[src/hdl/cpp_pkg.sv]
// ==========================================================
// Shared constants for the coprocessor pipeline port
package cpp_pkg;
  localparam int DATA_W     = 32;
  localparam int BURST_W    = 4;
  localparam int HS_W       = 2;
  localparam int FIFO_DEPTH = 8;

  // ==========================================================
  // Instruction fields that mark a coprocessor load or store, reset word and burst counts
  localparam int                 XFER_OPC_LSB = 25;
  localparam int                 LOAD_BIT     = 20;
  localparam logic [2:0]         XFER_OPC     = 3'h6;
  localparam logic [DATA_W-1:0]  RST_WORD     = 32'h0000_0000;
  localparam logic [BURST_W-1:0] BURST_NONE   = 4'h0;
  localparam logic [BURST_W-1:0] BURST_ONE    = 4'h1;

  // ==========================================================
  // Handshake codes, shared by decode and execute stage
  typedef enum logic [HS_W-1:0] {
    HS_WAIT   = 2'b00,
    HS_GO     = 2'b01,
    HS_ABSENT = 2'b10,
    HS_LAST   = 2'b11
  } cpp_hs_t;

  typedef enum logic [2:0] {
    ST_IDLE     = 3'b000,
    ST_DECODE   = 3'b001,
    ST_EXECUTE  = 3'b010,
    ST_MEMORY   = 3'b011,
    ST_TRANSFER = 3'b100,
    ST_WBACK    = 3'b101
  } cpp_state_t;
endpackage : cpp_pkg

[src/hdl/cpp_stream_if.sv]
`timescale 1ns/1ps
`default_nettype none
// ==========================================================
// Word stream with valid and ready
interface cpp_stream_if #(parameter int WIDTH = 32);
  logic             valid;
  logic             ready;
  logic [WIDTH-1:0] data;
  modport src (output valid, output data, input ready);
  modport snk (input valid, input data, output ready);
endinterface : cpp_stream_if
`default_nettype wire

[src/hdl/cpp_fifo.sv]
`timescale 1ns/1ps
`default_nettype none
module cpp_fifo #(
  parameter int WIDTH = 32,
  parameter int DEPTH = 8
) (
  input  wire logic   core_clk,
  input  wire logic   reset_n,
  input  wire logic   ce,
  cpp_stream_if.snk   inIf,
  cpp_stream_if.src   outIf
);
  localparam int PW = $clog2(DEPTH);
  localparam int CW = $clog2(DEPTH + 1);

  logic [WIDTH-1:0] mem [DEPTH];
  logic [PW-1:0]    wrPtr;
  logic [PW-1:0]    rdPtr;
  logic [CW-1:0]    count;
  logic [CW-1:0]    next_count;
  logic             notFull;
  logic             notEmpty;
  wire              push = ce && inIf.valid && notFull;
  wire              pop  = ce && outIf.ready && notEmpty;

  // ==========================================================
  // Flags are flops so the top sees registered ready/valid
  assign inIf.ready  = notFull;
  assign outIf.valid = notEmpty;
  assign outIf.data  = mem[rdPtr];
  assign next_count  = count + CW'(push) - CW'(pop);

  genvar i;
  generate
    for (i = 0; i < DEPTH; i++) begin : g_entry
      always_ff @(posedge core_clk) begin
        if (push && wrPtr == PW'(i)) begin
          mem[i] <= inIf.data;
        end
      end
    end
  endgenerate

  always_ff @(posedge core_clk or negedge reset_n) begin
    if (!reset_n) begin
      wrPtr    <= '0;
      rdPtr    <= '0;
      count    <= '0;
      notFull  <= 1'b1;
      notEmpty <= 1'b0;
    end else if (ce) begin
      if (push) begin
        wrPtr <= (wrPtr == PW'(DEPTH - 1)) ? '0 : wrPtr + PW'(1);
      end
      if (pop) begin
        rdPtr <= (rdPtr == PW'(DEPTH - 1)) ? '0 : rdPtr + PW'(1);
      end
      count    <= next_count;
      notFull  <= next_count != CW'(DEPTH);
      notEmpty <= next_count != '0;
    end
  end
endmodule : cpp_fifo
`default_nettype wire

[src/hdl/cpp_port.sv]
`timescale 1ns/1ps
`default_nettype none
// Behaviour
// - Everything on rising core clock, inputs synchronous except asynchronous reset_n
// - Abort output asserted in write-back stage
// - Follower advances only with enable high
// - Device drives outgoing data bus
// - Interface enable low disables the interface
// - Instruction sent over instruction bus
// - Pass asserted for executing instruction
// - Decode codes absent/wait/go/last
// - Execute handshake uses same codes
// - Active-low valid qualifies instruction bus
// - Privilege output low means nonprivileged
module cpp_port #(
  parameter int DATA_W     = cpp_pkg::DATA_W,
  parameter int BURST_W    = cpp_pkg::BURST_W,
  parameter int FIFO_DEPTH = cpp_pkg::FIFO_DEPTH
) (
  input  wire logic               core_clk,
  input  wire logic               reset_n,
  input  wire logic               ce,
  input  wire logic               coreInstrValid,
  input  wire logic [DATA_W-1:0]  coreInstr,
  input  wire logic               corePrivileged,
  input  wire logic               coreCondPass,
  input  wire logic               coreLateCancel,
  input  wire logic               coreAbort,
  input  wire logic               coreStall,
  output logic                    coreInstrReady,
  output logic                    coreUndefined,
  input  wire logic               storeValid,
  input  wire logic [DATA_W-1:0]  storeData,
  output logic                    storeReady,
  output logic                    loadValid,
  output logic [DATA_W-1:0]       loadData,
  input  wire logic               cop_interface_enable,
  input  wire logic [1:0]         cop_decode_handshake,
  input  wire logic [1:0]         cop_execute_handshake,
  input  wire logic [BURST_W-1:0] cop_burst_word_count,
  input  wire logic [DATA_W-1:0]  cop_to_core_data,
  output logic [DATA_W-1:0]       core_to_cop_data,
  output logic [DATA_W-1:0]       cop_instruction_bus,
  output logic                    cop_instr_valid_n,
  output logic                    cop_instr_request_n,
  output logic                    cop_follower_advance_en,
  output logic                    cop_execute_pass,
  output logic                    cop_late_cancel,
  output logic                    cop_transfer_abort,
  output logic                    cop_privilege_n
);
  cpp_pkg::cpp_state_t state;
  cpp_pkg::cpp_state_t next_state;
  logic [BURST_W-1:0]  wordsLeft;
  logic                isXfer;
  logic                isLoad;

  cpp_stream_if #(.WIDTH(DATA_W)) storeIn ();
  cpp_stream_if #(.WIDTH(DATA_W)) storeOut ();

  // ==========================================================
  // Store data buffer; core is held off through storeReady
  assign storeIn.valid = storeValid;
  assign storeIn.data  = storeData;
  assign storeReady    = storeIn.ready;

  cpp_fifo #(.WIDTH(DATA_W), .DEPTH(FIFO_DEPTH)) u_store_fifo (
    .core_clk (core_clk),
    .reset_n  (reset_n),
    .ce       (ce),
    .inIf     (storeIn),
    .outIf    (storeOut)
  );

  // ==========================================================
  // Decode of progress conditions
  wire step      = ce && cop_follower_advance_en;
  wire issue     = state == cpp_pkg::ST_IDLE && coreInstrValid && cop_interface_enable;
  wire offIssue  = state == cpp_pkg::ST_IDLE && coreInstrValid && !cop_interface_enable;
  wire newXfer   = coreInstr[cpp_pkg::XFER_OPC_LSB +: 3] == cpp_pkg::XFER_OPC;
  wire storing   = state == cpp_pkg::ST_TRANSFER && !isLoad;
  wire beat      = state == cpp_pkg::ST_TRANSFER && (isLoad || storeOut.valid);
  wire deAbsent  = cop_decode_handshake == cpp_pkg::HS_ABSENT;
  wire deWait    = cop_decode_handshake == cpp_pkg::HS_WAIT;
  wire exAbsent  = cop_execute_handshake == cpp_pkg::HS_ABSENT;
  wire exWait    = cop_execute_handshake == cpp_pkg::HS_WAIT;
  // Starving the follower of store data would hand it stale words
  wire starve    = next_state == cpp_pkg::ST_TRANSFER && !isLoad && !storeOut.valid;
  wire undefNow  = offIssue || (state == cpp_pkg::ST_DECODE && deAbsent)
                   || (state == cpp_pkg::ST_EXECUTE && cop_execute_pass && exAbsent);
  assign storeOut.ready = step && storing;

  always_comb begin
    next_state = state;
    case (state)
      cpp_pkg::ST_IDLE: begin
        if (issue) begin
          next_state = cpp_pkg::ST_DECODE;
        end
      end
      cpp_pkg::ST_DECODE: begin
        if (deAbsent) begin
          next_state = cpp_pkg::ST_IDLE;
        end else if (!deWait) begin
          next_state = cpp_pkg::ST_EXECUTE;
        end
      end
      cpp_pkg::ST_EXECUTE: begin
        if (!cop_execute_pass || exAbsent) begin
          next_state = cpp_pkg::ST_IDLE;
        end else if (!exWait) begin
          next_state = cpp_pkg::ST_MEMORY;
        end
      end
      cpp_pkg::ST_MEMORY: begin
        if (cop_late_cancel) begin
          next_state = cpp_pkg::ST_IDLE;
        end else if (isXfer && cop_burst_word_count != cpp_pkg::BURST_NONE) begin
          next_state = cpp_pkg::ST_TRANSFER;
        end else begin
          next_state = cpp_pkg::ST_WBACK;
        end
      end
      cpp_pkg::ST_TRANSFER: begin
        if (beat && wordsLeft == cpp_pkg::BURST_ONE) begin
          next_state = cpp_pkg::ST_WBACK;
        end
      end
      default: next_state = cpp_pkg::ST_IDLE;
    endcase
  end

  // ==========================================================
  // Pipeline and pin registers
  always_ff @(posedge core_clk or negedge reset_n) begin
    if (!reset_n) begin
      state                   <= cpp_pkg::ST_IDLE;
      wordsLeft               <= cpp_pkg::BURST_NONE;
      isXfer                  <= 1'b0;
      isLoad                  <= 1'b0;
      coreInstrReady          <= 1'b0;
      coreUndefined           <= 1'b0;
      loadValid               <= 1'b0;
      loadData                <= cpp_pkg::RST_WORD;
      core_to_cop_data        <= cpp_pkg::RST_WORD;
      cop_instruction_bus     <= cpp_pkg::RST_WORD;
      cop_instr_valid_n       <= 1'b1;
      cop_instr_request_n     <= 1'b1;
      cop_follower_advance_en <= 1'b0;
      cop_execute_pass        <= 1'b0;
      cop_late_cancel         <= 1'b0;
      cop_transfer_abort      <= 1'b0;
      cop_privilege_n         <= 1'b0;
    end else if (ce) begin
      cop_follower_advance_en <= !coreStall && !starve;
      coreInstrReady          <= next_state == cpp_pkg::ST_IDLE && step
                                 || state == cpp_pkg::ST_IDLE && !step;
      coreUndefined           <= step && undefNow;
      loadValid               <= step && beat && isLoad;
      cop_transfer_abort      <= step && state == cpp_pkg::ST_WBACK && isXfer && coreAbort;
      if (step) begin
        state               <= next_state;
        cop_instr_request_n <= !issue;
        cop_instr_valid_n   <= !issue;
        cop_execute_pass    <= next_state == cpp_pkg::ST_EXECUTE
                               && (state == cpp_pkg::ST_EXECUTE ? cop_execute_pass : coreCondPass);
        cop_late_cancel     <= next_state == cpp_pkg::ST_MEMORY && coreLateCancel;
        if (issue) begin
          cop_instruction_bus <= coreInstr;
          cop_privilege_n     <= corePrivileged;
          isXfer              <= newXfer;
          isLoad              <= coreInstr[cpp_pkg::LOAD_BIT];
        end
        if (next_state == cpp_pkg::ST_TRANSFER && state == cpp_pkg::ST_MEMORY) begin
          wordsLeft <= cop_burst_word_count;
        end else if (beat) begin
          wordsLeft <= wordsLeft - cpp_pkg::BURST_ONE;
        end
        if (beat && !isLoad) begin
          core_to_cop_data <= storeOut.data;
        end
        if (beat && isLoad) begin
          loadData <= cop_to_core_data;
        end
      end
    end
  end
endmodule : cpp_port
`default_nettype wire

[config.mk]
export PLATFORM = sky130hd
export DESIGN_NAME = cpp_port
export DESIGN_NICKNAME = d
export VERILOG_FILES = /design/src/hdl/cpp_pkg.sv /design/src/hdl/cpp_stream_if.sv /design/src/hdl/cpp_fifo.sv /design/src/hdl/cpp_port.sv
export SDC_FILE = /design/constraint.sdc
export NUM_CORES = 1
export LEC_CHECK = 0
export BUFFER_PORTS_ARGS = -buffer_cell sky130_fd_sc_hd__clkbuf_2
export CAP_MARGIN = 20
export CORE_MARGIN = 4
export CORE_UTILIZATION = 30
export CTS_CLUSTER_SIZE = 14
export DETAILED_ROUTE_END_ITERATION = 8
export PLACE_DENSITY = 0.55
export SLEW_MARGIN = 10
export SYNTH_ARGS = -nofsm -noshare
export SYNTH_HDL_FRONTEND = slang
export SYNTH_SLANG_ARGS = --single-unit
[constraint.sdc]
create_clock -name core_clk -period 8.9 [get_ports core_clk]
set_input_delay 1.78 -clock core_clk [delete_from_list [all_inputs] [get_ports core_clk]]
set_output_delay 1.78 -clock core_clk [all_outputs]
set_load 0.01 [all_outputs]
==> impl_metrics.py, run 1 <==
metrics = {
    "outcome": {
        "status": "completed",
    },
    "synth": {
        "ys.warnings.count": 0,
        "yosys-top-cells-count": "edfxtp_1 (256), dfrtp_1 (123), mux4_2 (64), nand2_1 (46), o21ai_0 (42)",
        "synth_top_family_by_area": "multiplexers",
        "ys_seq_area_frac": 0.7238,
        "synthSimpleGateAreaFrac": 0.03173,
        "synth_edf_count": 256,
        "synth-xor-area-share": 0.001758,
        "synthMuxAreaShare": 0.1783,
        "avgSynthCellArea_um2": 18.99,
        "yosys_register_bits": 381,
        "synth_top_area_frac": 0.5144,
        "synth_nets": 917,
        "syn_area_mm2": 0.01495,
        "synthTopCellsByArea": "edfxtp_1 (51%), dfrtp_1 (21%), mux4_2 (9.6%)",
        "synthCells": 787,
        "synth_top_flop_cell": "edfxtp_1",
        "yosys.area_share.adder": 0.01306,
        "synth_compound_area_frac": 0.03123,
        "async_reset_ff_frac": 0.3281,
        "yosys.area.top_type": "edfxtp_1",
        "ys_types": 57,
        "synth_most_common_cell": "edfxtp_1",
    },
    "place": {
        "portBuffers": 221,
        "hpwl_mm": 20.54,
        "dp_slack_ps": 3909,
        "gp_congestion": 0.8014,
        "postPlaceCellArea_mm2": 0.01675,
    },
    "timing": {
        "hold_viol_final": 0,
        "slew_headroom": 0.2970,
        "worst_slew_pin_slew_ps": 1055,
        "slew_viol_final": 0,
        "setup_slack_ps": 4545,
        "setup-violations-final": 0,
        "finClkSkew_ps": 11.59,
        "rsz0062_at_grt": "false",
        "fin_crit_ps": 4355,
        "fin_tns_setup_ps": 0,
        "fmax_mhz": 229.6,
        "fin_hold_ws_ps": 478.5,
        "post-route-period-util": 0.4893,
    },
    "detailed_routing": {
        "ant_nets": 0,
        "drtIter0Drc": 366,
        "wl_mm": 34.08,
        "via_per_inst": 4.578,
        "dr_total_vias": 7869,
        "wl_per_cell_um": 19.83,
        "first_pass_iters": 4,
        "drt_drc_violations_left": 0,
    },
    "power": {
        "p_total_uw": 5031,
        "p_leak_uw": 0.007034,
        "power.density_mw_per_mm2": 277.4,
        "peakVddDrop_mv": 0.1474,
    },
    "final_layout": {
        "antenna_cells": 0,
        "regArea_mm2": 0.01083,
        "drive_gt1_frac": 0.4237,
        "finalInstanceArea_mm2": 0.01814,
        "nNetsFinal": 1150,
        "fillers": 4637,
        "syn_to_final_growth_pct": 21.37,
        "multiInputGateArea_mm2": 0.003846,
    },
    "global_route": {
        "grt_max_degree": 70,
        "grt-ovfl-total": 0,
        "grt_use_total": 0.1268,
        "grt_antenna_before_repair": 5,
        "grt_pass1_vias": 8428,
        "grt_pass1_wl_mm": 52.21,
    },
    "worst_setup_path": {
        "ff2ff_path_depth": 11,
        "crit_start": "ce",
        "arrival_ps": 4810,
        "crit_end": "u_store_fifo.outIf.valid",
        "rrSetupSlack_ps": 5720,
        "crit_path_end_kind": "flop",
        "cp-start-kind": "input port",
        "cp.required_ps": 9350,
        "worstReg2RegEnd": "u_store_fifo.outIf.valid",
        "timing.rr.start": "state[1]",
        "crit_fanout": 69,
        "crit_type": "input port to flop",
    },
    "clock_network": {
        "cts_tree": "done",
        "path_clk_slew_ps": 60,
        "cts_root_buf": "clkbuf_16",
        "postCtsResizedCells": 0,
        "cts_max_path_buffers": 3,
        "post_cts_buffers": 0,
        "numClockSinks": 381,
        "cts_max_level": 2,
        "cts-buffers-inserted": 43,
        "worstSkewPairLatency_ps": 560,
        "cts_hold_buf": 0,
    },
    "floorplan": {
        "fp-row-count": 81,
        "initial_core_util": 0.3047,
        "die_width_um": 231.2,
        "core-area_mm2": 0.04905,
        "dieArea_mm2": 0.05345,
        "io_pins": 222,
        "fp.dieH_um": 231.2,
    },
    "hold_path": {
        "hp-class": "flop to flop",
    },
    "flow_run": {
        "cap_viol_max_count": 0,
    },
}
through the flow:
stage,std cells,utilization
after floorplan,787,-
after global placement,1637,0.3411
after detailed placement,1638,0.3415
after CTS,1718,0.3692
after global routing,1719,0.3698
final,1719,0.3698
registers in the layout (all words and copies together), names as in the netlist, 3 cells and up:
signal / flops
wordsLeft: 4
u_store_fifo.wrPtr: 3
cop_instruction_bus: 32
state: 3
u_store_fifo.mem: 256
u_store_fifo.count: 4
u_store_fifo.rdPtr: 3
loadData: 32
core_to_cop_data: 32
where the power goes:
| part | internal [uW] | total [uW] | switching, uW |
|---|---|---|---|
| clock | 992 | 1710 | 718 |
| combinational | 502 | 975 | 474 |
| sequential | 2150 | 2350 | 193 |
| total | 3650 | 5030 | 1390 |
layer usage:
metal,GRT usage,wire length (um),up-vias
li1,-,-,3543
met1,0.1571,14100,4009
met2,0.2146,16630,247
met3,0.03798,2524,60
met4,0.03909,744,10
met5,0,76,-
cells by family (layout without fill, tap and decap cells):
logic type,Yosys count,after routing
compound gates,73,73
buf+inv,61,329
fa+ha+maj,15,15
flops,381,381
mux,166,166
simple gates,88,88
xor+xnor,3,3
worst min-delay path by stage:
stage	from	endpoint	depth (start not counted)
after floorplan	isXfer	isXfer	2
after global placement	core_to_cop_data[23]	core_to_cop_data[23]	2
after detailed placement	core_to_cop_data[10]	core_to_cop_data[10]	2
after CTS	core_to_cop_data[10]	core_to_cop_data[10]	2
after global routing	cop_instruction_bus[11]	cop_instruction_bus[11]	1
final	core_to_cop_data[24]	core_to_cop_data[24]	2
placed cells by master (no fill, tap or decap), types with 2 or more instances in the layout:
cell / synthesis / routed
ha_1: 14 / 14
nor3_1: 2 / 2
bufinv_16: 0 / 2
a22oi_1: 5 / 5
dfrtp_1: 123 / 120
clkinv_2: 0 / 12
clkinv_1: 0 / 4
edfxtp_1: 256 / 256
o2bb2ai_1: 5 / 5
inv_1: 21 / 21
mux4_2: 64 / 64
mux2i_1: 33 / 33
a21oi_1: 2 / 2
dfrtp_4: 0 / 2
o41ai_1: 3 / 3
clkbuf_1: 14 / 12
dfstp_2: 2 / 2
xnor2_1: 3 / 3
a21o_1: 3 / 3
nand3_1: 3 / 3
clkbuf_16: 0 / 43
mux2_4: 31 / 31
and3_1: 8 / 2
mux2_2: 38 / 38
and2_2: 0 / 2
and3_2: 0 / 6
buf_4: 10 / 5
clkbuf_8: 0 / 4
nand3b_1: 2 / 2
a32o_1: 2 / 2
o21ai_0: 42 / 42
and2_1: 5 / 3
nand2_1: 46 / 46
nor2_1: 5 / 5
inv_16: 0 / 2
clkbuf_2: 0 / 220
nor2b_1: 2 / 2
critical path: stages:
cell      delay, ps
clkbuf_2        280
and2_1          420
nand4b_4        160
buf_4           540
inv_1           100
ha_1            290
inv_1            40
ha_1            200
fa_1            410
xnor2_1         260
nand3_1         120
o22a_1          180
cell type report:
| class | count | area share |
|---|---|---|
| Sequential cell | 381 | 0.5968 |
| Multi-Input combinational cell | 345 | 0.2120 |
| Timing Repair Buffer | 228 | 0.06601 |
| Clock buffer | 59 | 0.06484 |
| Tap cell | 664 | 0.04580 |
| Clock inverter | 21 | 0.01014 |
| Inverter | 21 | 0.004345 |
Note: power is estimated with default switching activity, not from simulation.
==> run 2, diff against run 1 <==
- clock period: 8.9 -> 4.37 ns (I/O delays scaled with it)
==> run 2 against run 1 <==
Compared with the run above:
- routed wire length fell by 2.5%
- largest cell class unchanged
- critical path depth is 2 lower
- clock skew is 9.7 ps higher
- global-route usage decreased by 0.26 points
- die area is the same
- clock power grew 120%
- non-clock buffer count increased by 2
- worst setup slack worse by 2800 ps
==> impl_metrics.py, run 2 (synthesis results as in run 1) <==
metrics = {
    "outcome": {
        "status": "completed",
    },
    "detailed_routing": {
        "wl_mm": 33.22,
        "dr_total_vias": 7778,
        "via_per_inst": 4.525,
        "ant_nets": 0,
        "drt_drc_violations_left": 0,
        "first_pass_iters": 5,
        "wl_per_cell_um": 19.32,
        "drtIter0Drc": 511,
    },
    "global_route": {
        "grt_pass1_vias": 8267,
        "grt_pass1_wl_mm": 50.98,
        "grt_max_degree": 99,
        "grt-ovfl-total": 0,
        "grt_antenna_before_repair": 2,
        "grt_use_total": 0.1242,
    },
    "final_layout": {
        "layout_common_cells": "edfxtp_1 (256), clkbuf_2 (220), dfrtp_1 (120)",
        "antenna_cells": 0,
        "syn_to_final_growth_pct": 22.25,
        "final_common_cell": "edfxtp_1",
        "multiInputGateArea_mm2": 0.003846,
        "regMostFlops": "u_store_fifo.mem",
        "drive_gt1_frac": 0.4246,
        "regArea_mm2": 0.01083,
        "nNetsFinal": 1151,
        "fillers": 4635,
        "largest_reg_flops": 256,
        "finalInstanceArea_mm2": 0.01827,
    },
    "timing": {
        "finClkSkew_ps": 21.31,
        "rsz0062_at_grt": "false",
        "fin_hold_ws_ps": 428.5,
        "post-route-period-util": 0.6046,
        "hold_viol_final": 0,
        "fin_tns_setup_ps": 0,
        "fmax_mhz": 378.5,
        "slew_viol_final": 0,
        "setup-violations-final": 0,
        "fin_crit_ps": 2642,
        "slew_headroom": 0.3251,
        "worst_slew_pin_slew_ps": 1012,
    },
    "place": {
        "gp_congestion": 0.8177,
        "hpwl_mm": 20.76,
        "postPlaceCellArea_mm2": 0.01677,
        "portBuffers": 221,
    },
    "power": {
        "power.density_mw_per_mm2": 577.1,
        "p_leak_uw": 0.007065,
        "p_seq_frac": 0.454,
        "power_switching_uw": 2838,
        "peakVddDrop_mv": 0.2564,
        "p_clk_frac": 0.357,
        "p_int_uw": 7706,
        "p_sw_frac": 0.2692,
        "combPwrFrac": 0.189,
    },
    "worst_setup_path": {
        "slowest_delay_ps": 540,
        "cp.depth": 10,
        "crit_chain": "nor3b_4 -> nand4b_4 -> inv_1 -> ha_1 -> inv_1 -> ha_1 -> fa_1 -> nor2_1 -> nand3_1 -> o22a_1",
        "crit_type": "flop to flop",
        "crit_start": "state[2]",
        "arrival_ps": 3100,
        "crit_path_end_kind": "flop",
        "crit_fanout": 10,
        "ff2ff_path_depth": 10,
        "cp_slowest_cell": "dfrtp_1",
        "timing.rr.start": "state[2]",
        "cp_num_buf_inv": 2,
        "cp_top_family": "adder cells",
        "cp.required_ps": 4830,
        "cp-start-kind": "flop",
    },
    "clock_network": {
        "cts_tree": "done",
        "post_cts_buffers": 0,
        "cts_hold_buf": 0,
        "path_clk_slew_ps": 60,
        "worstSkewPairLatency_ps": 570,
        "postCtsResizedCells": 0,
        "cts_max_level": 2,
        "cts_root_buf": "clkbuf_16",
        "cts-buffers-inserted": 42,
        "numClockSinks": 381,
        "cts_max_path_buffers": 3,
    },
    "floorplan": {
        "io_pins": 222,
        "fp-row-count": 81,
        "die_width_um": 231.2,
        "dieArea_mm2": 0.05345,
        "initial_core_util": 0.3047,
        "core-area_mm2": 0.04905,
        "fp.dieH_um": 231.2,
    },
    "flow_run": {
        "cap_viol_max_count": 0,
    },
    "hold_path": {
        "hp-class": "input port to async pin",
    },
}
[run 2: changes by cell type in the layout (fill, tap and decap cells not counted), sizes merged]
cell,change
clkbuf,-11
bufinv,+6
clkinvlp,+4
inv,-3
buf,+2
clkinv,+2
[run 2: per-layer routing]
metal  wire (um)  share of wire  GRT usage  vias to the layer above
li1            -              -          -                     3554
met2       15450           0.46     0.2012                      252
met3        2640          0.079    0.04240                       57
met4         739          0.022    0.03232                        4
met1       14360           0.43     0.1608                     3911
met5          30        0.00090          0                        -
[run 2: layout make-up]
type	instances	area share
clock buffers	48	0.05992
clock inverters	30	0.02198
inverters	21	0.004314
multi-input cells	345	0.2105
flip-flops and latches	381	0.5925
well taps	664	0.04547
repair buffers	230	0.06526
[run 2: final timing paths]
kind,to,slack [ps]
max in group asynchronous,cop_instr_request_n,3130
hold reg to reg,core_to_cop_data[19],470
setup reg to reg,u_store_fifo.outIf.valid,1730
setup / recovery,u_store_fifo.outIf.valid,1730
min in group core_clk,core_to_cop_data[19],470
hold / removal,loadData[27],430
[run 2: per-stage QoR]
step	std cells	total power, uW	util	setup WS (ps)
final	1719	10540	0.3725	1728
after global routing	1719	11140	0.3725	1476
after CTS	1719	10750	0.3725	1722
after detailed placement	1641	6910	0.3420	1279
after global placement	1641	6891	0.3420	1304
after floorplan	787	6123	-	1145
[run 2: power by group through the flow]
stage | clock (uW) | combinational [uW] | sequential (uW)
5_1_grt | 4060 | 2210 | 4870
4_1_cts | 3900 | 2040 | 4810
2_1_floorplan | 0 | 1330 | 4800
6_report | 3770 | 1990 | 4790
3_3_place_gp | 0 | 2020 | 4870
3_5_place_dp | 0 | 2030 | 4880
[run 2: worst reg2reg max path, stage by stage (launching register included)]
cell,delay [ps]
dfrtp_1,540
nor3b_4,450
nand4b_4,140
inv_1,80
ha_1,220
inv_1,70
ha_1,190
fa_1,450
nor2_1,160
nand3_1,90
o22a_1,160
